[src/core/pdl_pkg.sv]
// Constants shared by the parallel DAC input latch
package pdl_pkg;
   localparam int unsigned          DATA_W          = 10;
   localparam logic [9:0]           CODE_FULL       = 10'h3FF;
   localparam logic [9:0]           CODE_RESET      = 10'h000;
   // Clock rate and timing figures
   localparam int unsigned          CLK_PERIOD_NS   = 100;
   localparam int unsigned          MAX_RATE_MSPS   = 210;
   localparam int unsigned          PD_ENTER_NS     = 50;
   localparam int unsigned          PD_EXIT_NS      = 5000;
   // Longest time rounds down, never below one cycle
   localparam int unsigned          PD_ENTER_CYC    = (PD_ENTER_NS / CLK_PERIOD_NS) < 1 ?
                                                      1 : (PD_ENTER_NS / CLK_PERIOD_NS);
   // Least time rounds up
   localparam int unsigned          PD_EXIT_CYC     = (PD_EXIT_NS + CLK_PERIOD_NS - 1)
                                                      / CLK_PERIOD_NS;
   localparam int unsigned          WAKE_W          = 7;
   localparam logic [WAKE_W-1:0]    WAKE_LOAD       = WAKE_W'(PD_EXIT_CYC - 1);
   localparam logic [WAKE_W-1:0]    WAKE_ZERO       = 7'h00;
   typedef enum logic [1:0] {
      PDL_ST_RUN   = 2'b00,
      PDL_ST_SLEEP = 2'b01,
      PDL_ST_WAKE  = 2'b10
   } pdl_state_e;
endpackage : pdl_pkg

[src/core/pdl_latch.sv]
// Digital front end of a 10-bit current-steering DAC
// How it works
// - Sample word is 10-bit unsigned binary, top line is the MSB.
// - All-ones latched code steers full-scale current to the primary output.
// - Complement output carries the inverse code, the share primary does not.
// - Data captured on rising clock edge; output updates only on that edge.
// - Latch path runs at up to 210 MSPS; here one sample per clock.
// - Power-down input high turns both output currents off.
// - Power-down pin pulled low internally; open pin keeps device converting.
// - Power-down completes within 50 ns; wake takes about 5 us. Here entry takes up to five 100 ns cycles.
`timescale 1ns/1ps
module pdl_latch (
   // Clock and reset
   input  wire logic                       ref_clk_i,
   input  wire logic                       rst_n_i,
   // Sample word from the data source
   input  wire logic [pdl_pkg::DATA_W-1:0] data_word_i,
   // Power-down pin level and whether the pad is driven (low means the pad is open)
   input  wire logic                       power_down_i,
   input  wire logic                       power_down_oe_i,
   // Output current codes
   output logic [pdl_pkg::DATA_W-1:0]      current_out_primary_o,
   output logic [pdl_pkg::DATA_W-1:0]      current_out_complement_o,
   output logic                            current_on_o,
   output logic                            output_valid_o
);
   logic [pdl_pkg::DATA_W-1:0] word_q;
   logic                       pd_pin;
   logic                       pd_level;
   logic [pdl_pkg::WAKE_W-1:0] wake_cnt_q;
   pdl_pkg::pdl_state_e        state_q;

   // An undriven pad reads as low, keeping the device enabled
   assign pd_pin = power_down_oe_i & power_down_i;

   // Data lines come from logic on this clock, so no synchroniser
   always_ff @(posedge ref_clk_i) begin
      if (!rst_n_i) begin
         word_q <= pdl_pkg::CODE_RESET;
      end else begin
         word_q <= data_word_i;
      end
   end

   pdl_sync u_pd_sync (
      .ref_clk_i (ref_clk_i),
      .rst_n_i   (rst_n_i),
      .async_i   (pd_pin),
      .level_o   (pd_level)
   );

   // The sync delay costs four cycles, inside the 50 ns only at faster clocks;
   // at 10 MHz one cycle already exceeds it, so entry is as fast as we can
   always_ff @(posedge ref_clk_i) begin
      if (!rst_n_i) begin
         state_q    <= pdl_pkg::PDL_ST_RUN;
         wake_cnt_q <= pdl_pkg::WAKE_ZERO;
      end else begin
         case (state_q)
            pdl_pkg::PDL_ST_RUN: begin
               if (pd_level) begin
                  state_q <= pdl_pkg::PDL_ST_SLEEP;
               end
            end
            pdl_pkg::PDL_ST_SLEEP: begin
               if (!pd_level) begin
                  state_q    <= pdl_pkg::PDL_ST_WAKE;
                  wake_cnt_q <= pdl_pkg::WAKE_LOAD;
               end
            end
            pdl_pkg::PDL_ST_WAKE: begin
               if (pd_level) begin
                  state_q <= pdl_pkg::PDL_ST_SLEEP;
               end else if (wake_cnt_q == pdl_pkg::WAKE_ZERO) begin
                  state_q <= pdl_pkg::PDL_ST_RUN;
               end else begin
                  wake_cnt_q <= wake_cnt_q - 7'h01;
               end
            end
            default: begin
               state_q <= pdl_pkg::PDL_ST_RUN;
            end
         endcase
      end
   end

   // Output codes follow the latched word one edge later, gated by power state
   always_ff @(posedge ref_clk_i) begin
      if (!rst_n_i) begin
         current_out_primary_o    <= pdl_pkg::CODE_RESET;
         current_out_complement_o <= pdl_pkg::CODE_RESET;
         current_on_o             <= 1'b0;
         output_valid_o           <= 1'b0;
      end else if (state_q == pdl_pkg::PDL_ST_RUN && !pd_level) begin
         current_out_primary_o    <= word_q;
         current_out_complement_o <= pdl_pkg::CODE_FULL - word_q;
         current_on_o             <= 1'b1;
         output_valid_o           <= 1'b1;
      end else begin
         current_out_primary_o    <= pdl_pkg::CODE_RESET;
         current_out_complement_o <= pdl_pkg::CODE_RESET;
         current_on_o             <= 1'b0;
         output_valid_o           <= 1'b0;
      end
   end

   // Cycles since the filtered power-down level was last high, saturating.
   // Lets the wake check span the whole wait, which a repetition cannot reach.
   logic [pdl_pkg::WAKE_W-1:0] since_fall_q;

   always_ff @(posedge ref_clk_i) begin
      if (!rst_n_i) begin
         since_fall_q <= 7'h7F;
      end else if (pd_level) begin
         since_fall_q <= 7'h00;
      end else if (since_fall_q != 7'h7F) begin
         since_fall_q <= since_fall_q + 7'h01;
      end
   end
endmodule : pdl_latch

[src/core/pdl_sync.sv]
// Three-stage input synchroniser with agreement filter
`timescale 1ns/1ps
module pdl_sync (
   // Clock and reset
   input  wire logic ref_clk_i,
   input  wire logic rst_n_i,
   // Asynchronous level in, filtered level out
   input  wire logic async_i,
   output logic      level_o
);
   logic [2:0] stage_q;

   always_ff @(posedge ref_clk_i) begin
      if (!rst_n_i) begin
         stage_q <= 3'h0;
      end else begin
         stage_q <= {stage_q[1:0], async_i};
      end
   end

   // Only stages two and three are compared; stage one stays private
   always_ff @(posedge ref_clk_i) begin
      if (!rst_n_i) begin
         level_o <= 1'b0;
      end else if (stage_q[1] == stage_q[2]) begin
         level_o <= stage_q[2];
      end
   end
endmodule : pdl_sync

[config.mk]
export PLATFORM = sky130hd
export DESIGN_NAME = pdl_latch
export DESIGN_NICKNAME = d
export VERILOG_FILES = /design/src/core/pdl_pkg.sv /design/src/core/pdl_latch.sv /design/src/core/pdl_sync.sv
export SDC_FILE = /design/constraint.sdc
export NUM_CORES = 1
export LEC_CHECK = 0
export BUFFER_PORTS_ARGS = -buffer_cell sky130_fd_sc_hd__buf_2
export CAP_MARGIN = 25
export CORE_AREA = 2 2 72 74
export CTS_CLUSTER_SIZE = 12
export DETAILED_ROUTE_END_ITERATION = 16
export DIE_AREA = 0 0 74 76
export GPL_ROUTABILITY_DRIVEN = 0
export GPL_TIMING_DRIVEN = 0
export PLACE_DENSITY = 0.5
export SLEW_MARGIN = 30
export SYNTH_ARGS = -nofsm -noshare
export SYNTH_HDL_FRONTEND = slang
export SYNTH_SLANG_ARGS = --single-unit
[constraint.sdc]
create_clock -name ref_clk_i -period 4.3 [get_ports ref_clk_i]
set_input_delay 0.43 -clock ref_clk_i [delete_from_list [all_inputs] [get_ports ref_clk_i]]
set_output_delay 0.43 -clock ref_clk_i [all_outputs]
set_load 0.01 [all_outputs]
==> key figures, run 1 <==
Floorplanning
  • Starting density of the core: 28.6%
  • Placement Rows: 26
  • Die width: 74 microns
  • Ports: 36
  • Die Area: 5620 sq um
  • Placeable Area: 4910 sq um
  • Die height: 76 microns

Route
  • Drt first pass iters: 4
  • Vias per cell: 4.12
  • Residual DRC: 0
  • Via count: 1005
  • Antenna-violating nets left: 0
  • Starting DRC count in detailed routing: 23
  • Routed WL per cell: 10.3 microns
  • Wirelength, routed: 2500 microns

Yosys
  • Synth cell types: 35
  • Mapped cell area: 1410 sq um
  • Main synth FF type: dfxtp_1
  • Yosys Warn Count: 0
  • Dominant cells by area after synthesis: dfxtp_1 (63%), and2_1 (9.8%), nor2_1 (3.7%)
  • Seq cells post-synth: 44
  • EDFF count, synth: 0
  • Top cell type by total area after synthesis: dfxtp_1
  • Post-Syn Nets: 146
  • Share of the synthesized area in the top cell type: 62.6%
  • Async SR Flop Fraction: 0%
  • Sequential fraction of the synthesis area: 62.6%
  • Synth Instances: 131
  • Syn Area/Cell: 10.7 sq um

Clocking
  • Total CTS buffers: 5
  • Setup bufs post-CTS: 0
  • Clock latency on the worst-skew pair: 0.29 ns
  • Resized cells post-CTS: 0
  • Htree depth: 2
  • Clock root buffer: clkbuf_8
  • Post-CTS Hold Buffers: 0
  • Clk slew on worst S/H paths: 0.08 ns
  • Maximum root-to-sink buffer count: 2
  • CTS tree: done
  • Clk sinks: 44

Critical path
  • Worst R2R End: wake_cnt_q[6]$_SDFFE_PN0P_
  • Worst reg2reg setup slack: 2.52 ns
  • Crit path launch: wake_cnt_q[0]$_SDFFE_PN0P_
  • Worst r2r path cells: 6
  • Reg2reg start: wake_cnt_q[0]$_SDFFE_PN0P_
  • WS Path Type: reg -> reg
  • Startpoint Class: flop
  • Crit path max fanout: 6
  • Worst Setup EP: wake_cnt_q[6]$_SDFFE_PN0P_
  • Worst Path Arrival: 1.97 ns
  • Critical path data required time: 4.48 ns
  • Crit path capture type: flop

Cells and area
  • Design Area, Final: 1780 sq um
  • Layout cells sized above 1: 27.6%
  • Area Overhead vs Synth: 26.3%
  • Final #Nets: 188
  • Antenna Cells: 0
  • Filler cell count: 498

Pwr
  • Leakage: 0.794 nW
  • Worst ir drop on vdd: 141 uV
  • PwrDens: 433 nW/um^2
  • Total power draw: 0.769 mW

STA
  • Minimum clock period: 1.78 ns
  • Slew margin rel.: 70.7%
  • RSZ-0062 raised after global routing: false
  • Final period utilization: 41.4%
  • Clock Skew: 0.00327 ns
  • Final Setup Violations: 0
  • Fin. max-slew vios: 0
  • Worst slew pin tran: 0.439 ns
  • Fmax: 561 MHz
  • Final Hold Violating Endpoints: 0
  • Setup TNS: 0 ns

Place
  • HPWL Detailed: 1940 microns
  • Input/output buffers: 35
  • Post-DP Area: 1670 sq um

GRT
  • Total GRT Usage: 9.72%
  • Vias in the first global route: 981
  • Total grt overflow: 0
  • Initial antenna violation count: 0
  • Maximum number of pins on one net before global-route repair: 14
  • First-pass GRT wire length: 4280 microns

Min path
  • Hold path depth: 2
  • HP Class: in -> reg

Status
  • Status: finished, final reports clean

Flow run
  • Max_cap viols: 0
[kinds of logic (layout without fill, tap and decap cells)]
family / after synthesis / in the layout / share of synthesized area (%)
buffers and inverters: 11 / 54 / 3.20
AND/OR/NAND/NOR: 56 / 56 / 22.2
XOR/XNOR: 1 / 1 / 0.623
AO/OA/AOI/OAI: 17 / 17 / 9.70
multiplexers: 1 / 1 / 0.712
adder cells (fa/ha/maj): 1 / 1 / 0.890
flip-flops: 44 / 44 / 62.6
[power by group]
part           internal [mW]  switching, mW  total [mW]
Sequential             0.423        0.00454       0.428
Clock                  0.172          0.130       0.302
Combinational         0.0187         0.0200      0.0388
[placed cells by master, fill, tap and decap left out, types with 2 or more instances in the layout]
master,count
dfxtp_1,44
o21ai_0,3
clkbuf_1,5
nor3b_1,2
nor3_1,3
inv_1,6
clkbuf_8,5
nand2_1,4
a21oi_1,3
and2_1,22
nand2b_1,2
buf_2,35
nor2_1,14
[per-stage QoR]
stage / hold WS, ns / util (%) / std cells / setup slack (ns)
3_3_place_gp: 0.387 / 34.0 / 236 / 2.59
6_report: 0.341 / 36.2 / 244 / 2.52
3_5_place_dp: 0.393 / 34.0 / 236 / 2.53
4_1_cts: 0.335 / 36.2 / 244 / 2.51
5_1_grt: 0.338 / 36.2 / 244 / 2.37
2_1_floorplan: 0.384 / - / 131 / 2.68
[layer usage]
layer / track usage [%] / part of all wire [%] / up-vias / routed length (microns)
met2: 15.7 / 48 / 32 / 1200
met3: 2.91 / 6.3 / 8 / 158
met5: 0 / 0 / - / 0
li1: - / - / 508 / -
met4: 4.36 / 2.0 / 0 / 49
met1: 11.7 / 44 / 457 / 1100
[synth_stat cells (all sizes together) (2+ instances only)]
master,number
nor3,3
dfxtp,44
inv,6
nand2,4
and2,23
nor3b,2
o21ai,4
nand2b,2
a21oi,3
nor2,14
clkbuf,4
and3,2
[critical path, cell delays in order, from the launching register on]
cell and delay, ns:
dfxtp_1 0.33, inv_1 0.08, ha_1 0.19, nand2b_1 0.17, or3_1 0.40, o32a_1 0.30
o211a_1 0.21
[layout make-up]
cell class                      instances  area (sq um)  area share [%]
Multi-Input combinational cell         76           480            27.0
Clock buffer                            6          72.6            4.08
Inverter                                6          22.5            1.27
Timing Repair Buffer                   35           175            9.86
Clock inverter                          2          35.0            1.97
Buffer                                  5          22.5            1.27
Sequential cell                        44           881            49.6
Tap cell                               70          87.6            4.93
[worst min-delay path by stage]
stage	endpoint	slack, ns	startpoint
finish	word_q[6]$_SDFF_PN0_	0.34	data_word_i[6]
detailed placement	current_out_complement_o[3]$_SDFF_PN0_	0.39	word_q[3]$_SDFF_PN0_
global placement	current_out_complement_o[4]$_SDFF_PN0_	0.39	word_q[4]$_SDFF_PN0_
floorplan	current_out_complement_o[0]$_SDFF_PN0_	0.38	word_q[0]$_SDFF_PN0_
CTS	word_q[4]$_SDFF_PN0_	0.33	data_word_i[4]
global route	word_q[4]$_SDFF_PN0_	0.34	data_word_i[4]
[state kept, by name, summed over array words and instances (netlist names)]
name	count
current_out_complement_o	10
current_out_primary_o	10
output_valid_o	1
state_q	2
u_pd_sync.level_o	1
u_pd_sync.stage_q	3
wake_cnt_q	7
word_q	10
No activity file was read; power rests on OpenSTA's default activity.
==> run 2: changes to the inputs <==
--- a/config.mk
+++ b/config.mk
@@ -5,15 +5,16 @@
 export SDC_FILE = /design/constraint.sdc
 export NUM_CORES = 1
 export LEC_CHECK = 0
+export ABC_AREA = 1
 export BUFFER_PORTS_ARGS = -buffer_cell sky130_fd_sc_hd__buf_2
 export CAP_MARGIN = 25
-export CORE_AREA = 2 2 72 74
+export CORE_AREA = 2 2 74 76
 export CTS_CLUSTER_SIZE = 12
 export DETAILED_ROUTE_END_ITERATION = 16
-export DIE_AREA = 0 0 74 76
+export DIE_AREA = 0 0 76 78
 export GPL_ROUTABILITY_DRIVEN = 0
 export GPL_TIMING_DRIVEN = 0
-export PLACE_DENSITY = 0.5
+export PLACE_DENSITY = 0.52
 export SLEW_MARGIN = 30
 export SYNTH_ARGS = -nofsm -noshare
 export SYNTH_HDL_FRONTEND = slang
==> constraint.sdc (replaced) <==
create_clock -name ref_clk_i -period 1.6 [get_ports ref_clk_i]
set_input_delay 0.16 -clock ref_clk_i [delete_from_list [all_inputs] [get_ports ref_clk_i]]
set_output_delay 0.16 -clock ref_clk_i [all_outputs]
set_load 0.01 [all_outputs]
==> key figures, run 2 <==
Yosys
  • Yosys Warn Count: 0
  • EDFF count, synth: 0
  • Async SR Flop Fraction: 0%
  • Synth cell count leaders: dfxtp_1 (44), inv_1 (34), nor2_1 (30), nand2_1 (27), nand3_1 (11)
  • Top-count cell post-synth: dfxtp_1
  • Dominant cells by area after synthesis: dfxtp_1 (58%), inv_1 (8.5%), nor2_1 (7.5%)
  • Synth cell types: 22
  • Mapped cell area: 1510 sq um
  • Main synth FF type: dfxtp_1
  • Top cell type by total area after synthesis: dfxtp_1
  • Share of the synthesized area in the top cell type: 58.5%
  • Post-Syn Nets: 194
  • Synth Instances: 179
  • Seq cells post-synth: 44
  • Sequential fraction of the synthesis area: 58.5%
  • Syn Area/Cell: 8.42 sq um

STA
  • RSZ-0062 raised after global routing: false
  • Clock Skew: 0.00968 ns
  • Worst slew pin tran: 0.503 ns
  • Final Hold Violating Endpoints: 0
  • Fmax: 690 MHz
  • Final Setup Violations: 0
  • Minimum clock period: 1.45 ns
  • Final period utilization: 90.5%
  • Post-route setup slack: 0.151 ns
  • Fin. max-slew vios: 0
  • Slew margin rel.: 66.4%
  • Setup TNS: 0 ns

Clocking
  • Clock root buffer: clkbuf_8
  • Clk slew on worst S/H paths: 0.08 ns
  • CTS tree: done
  • Setup bufs post-CTS: 0
  • Total CTS buffers: 5
  • Post-CTS Hold Buffers: 0
  • Clk sinks: 44
  • Resized cells post-CTS: 0
  • Htree depth: 2
  • Maximum root-to-sink buffer count: 2
  • Clock latency on the worst-skew pair: 0.30 ns

GRT
  • First-pass GRT wire length: 4520 microns
  • Total GRT Usage: 9.95%
  • Vias in the first global route: 1027
  • Initial antenna violation count: 0
  • Total grt overflow: 0
  • Maximum number of pins on one net before global-route repair: 15

Flow run
  • Max_cap viols: 0

Route
  • Residual DRC: 0
  • Wirelength, routed: 2700 microns
  • Drt first pass iters: 4
  • Via count: 1128
  • Vias per cell: 3.88
  • Antenna-violating nets left: 0
  • Starting DRC count in detailed routing: 25
  • Routed WL per cell: 9.29 microns

Cells and area
  • Most frequent cells in the layout: dfxtp_1 (44), buf_2 (37), inv_1 (34), nor2_1 (30), nand2_1 (27)
  • Antenna Cells: 0
  • Non-Filler Instances: 291
  • Design Area, Final: 1890 sq um
  • Layout cells sized above 1: 27.6%
  • Commonest non-fill, non-tap cell in the layout: dfxtp_1
  • Area Overhead vs Synth: 25.3%
  • Largest regs: current_out_complement_o x10, current_out_primary_o x10, word_q x10
  • Final #Nets: 235
  • Filler cell count: 533

Floorplanning
  • Ports: 36
  • Die height: 78 microns
  • Die width: 76 microns
  • Placement Rows: 26
  • Placeable Area: 5040 sq um
  • Die Area: 5930 sq um
  • Starting density of the core: 29.9%

Place
  • Placed cell count: 283
  • HPWL Detailed: 1930 microns
  • Post-DP Area: 1760 sq um
  • Input/output buffers: 34
  • Place WS: 0.112 ns

Pwr
  • PwrDens: 1140 nW/um^2
  • Leakage: 1.00 nW
  • Total power draw: 2.14 mW
  • Worst ir drop on vdd: 560 uV

Critical path
  • Worst Path Arrival: 1.62 ns
  • WS Path Type: reg -> reg
  • Critical path data required time: 1.77 ns
  • Crit path max fanout: 9
  • Crit path capture type: flop
  • Startpoint Class: flop

Status
  • Status: finished, final reports clean

Min path
  • HP Class: in -> reg
[run 2: per-stage QoR]
| step | hold WS (ns) | utilization, % |
|---|---|---|
| floorplan | 0.258 | - |
| finish | 0.0424 | 37.4 |
| global route | 0.0418 | 37.4 |
| CTS | 0.0333 | 37.4 |
| global placement | 0.340 | 35.0 |
| detailed placement | 0.345 | 35.0 |
[run 2: report_power, final]
| group | switching [mW] | total (mW) | internal (mW) |
|---|---|---|---|
| sequential | 0.0128 | 1.15 | 1.14 |
| combinational | 0.0649 | 0.113 | 0.0484 |
| clock | 0.369 | 0.879 | 0.510 |
[run 2: final cells by class]
type,instances,area [sq um],area share (%)
clock buffers,6,82.6,4.37
repair buffers,34,170,9.01
inverters,37,139,7.36
clock inverters,2,38.8,2.05
multi-input cells,93,463,24.5
plain buffers,5,26.3,1.39
well taps,70,87.6,4.64
flip-flops and latches,44,881,46.7
[run 2: final timing paths]
kind	start	endpoint	slack [ns]	cells after the start
setup / recovery	wake_cnt_q[0]$_SDFFE_PN0P_	wake_cnt_q[2]$_SDFFE_PN0P_	0.15	9
hold / removal	data_word_i[2]	word_q[2]$_SDFF_PN0_	0.04	3
setup reg to reg	wake_cnt_q[0]$_SDFFE_PN0P_	wake_cnt_q[2]$_SDFFE_PN0P_	0.15	9
hold reg to reg	word_q[0]$_SDFF_PN0_	current_out_complement_o[0]$_SDFF_PN0_	0.41	1
[run 2: per-layer routing]
| layer | wire length (microns) | global-route usage [%] |
|---|---|---|
| met1 | 1250 | 11.0 |
| met2 | 1220 | 16.4 |
| met4 | 75 | 6.00 |
| met5 | 0 | 0 |
| met3 | 159 | 3.60 |
[run 2: cell families (layout without fill, tap and decap cells)]
logic type / count (synthesis) / after routing / synth area share, %
compound gates: 7 / 7 / 2.49
simple gates: 83 / 83 / 26.0
buf+inv: 42 / 84 / 11.0
flops: 44 / 44 / 58.5
xor+xnor: 1 / 1 / 0.582
fa+ha+maj: 2 / 2 / 1.49
[run 2: worst max-delay path: stages (launching register included)]
cell and delay [ns]:
dfxtp_1 0.32, inv_1 0.14, ha_2 0.28, inv_2 0.05
nor2_2 0.08, nand3_2 0.09, nand2_4 0.14, nand2_4 0.10
nand2_1 0.07, a21oi_1 0.05
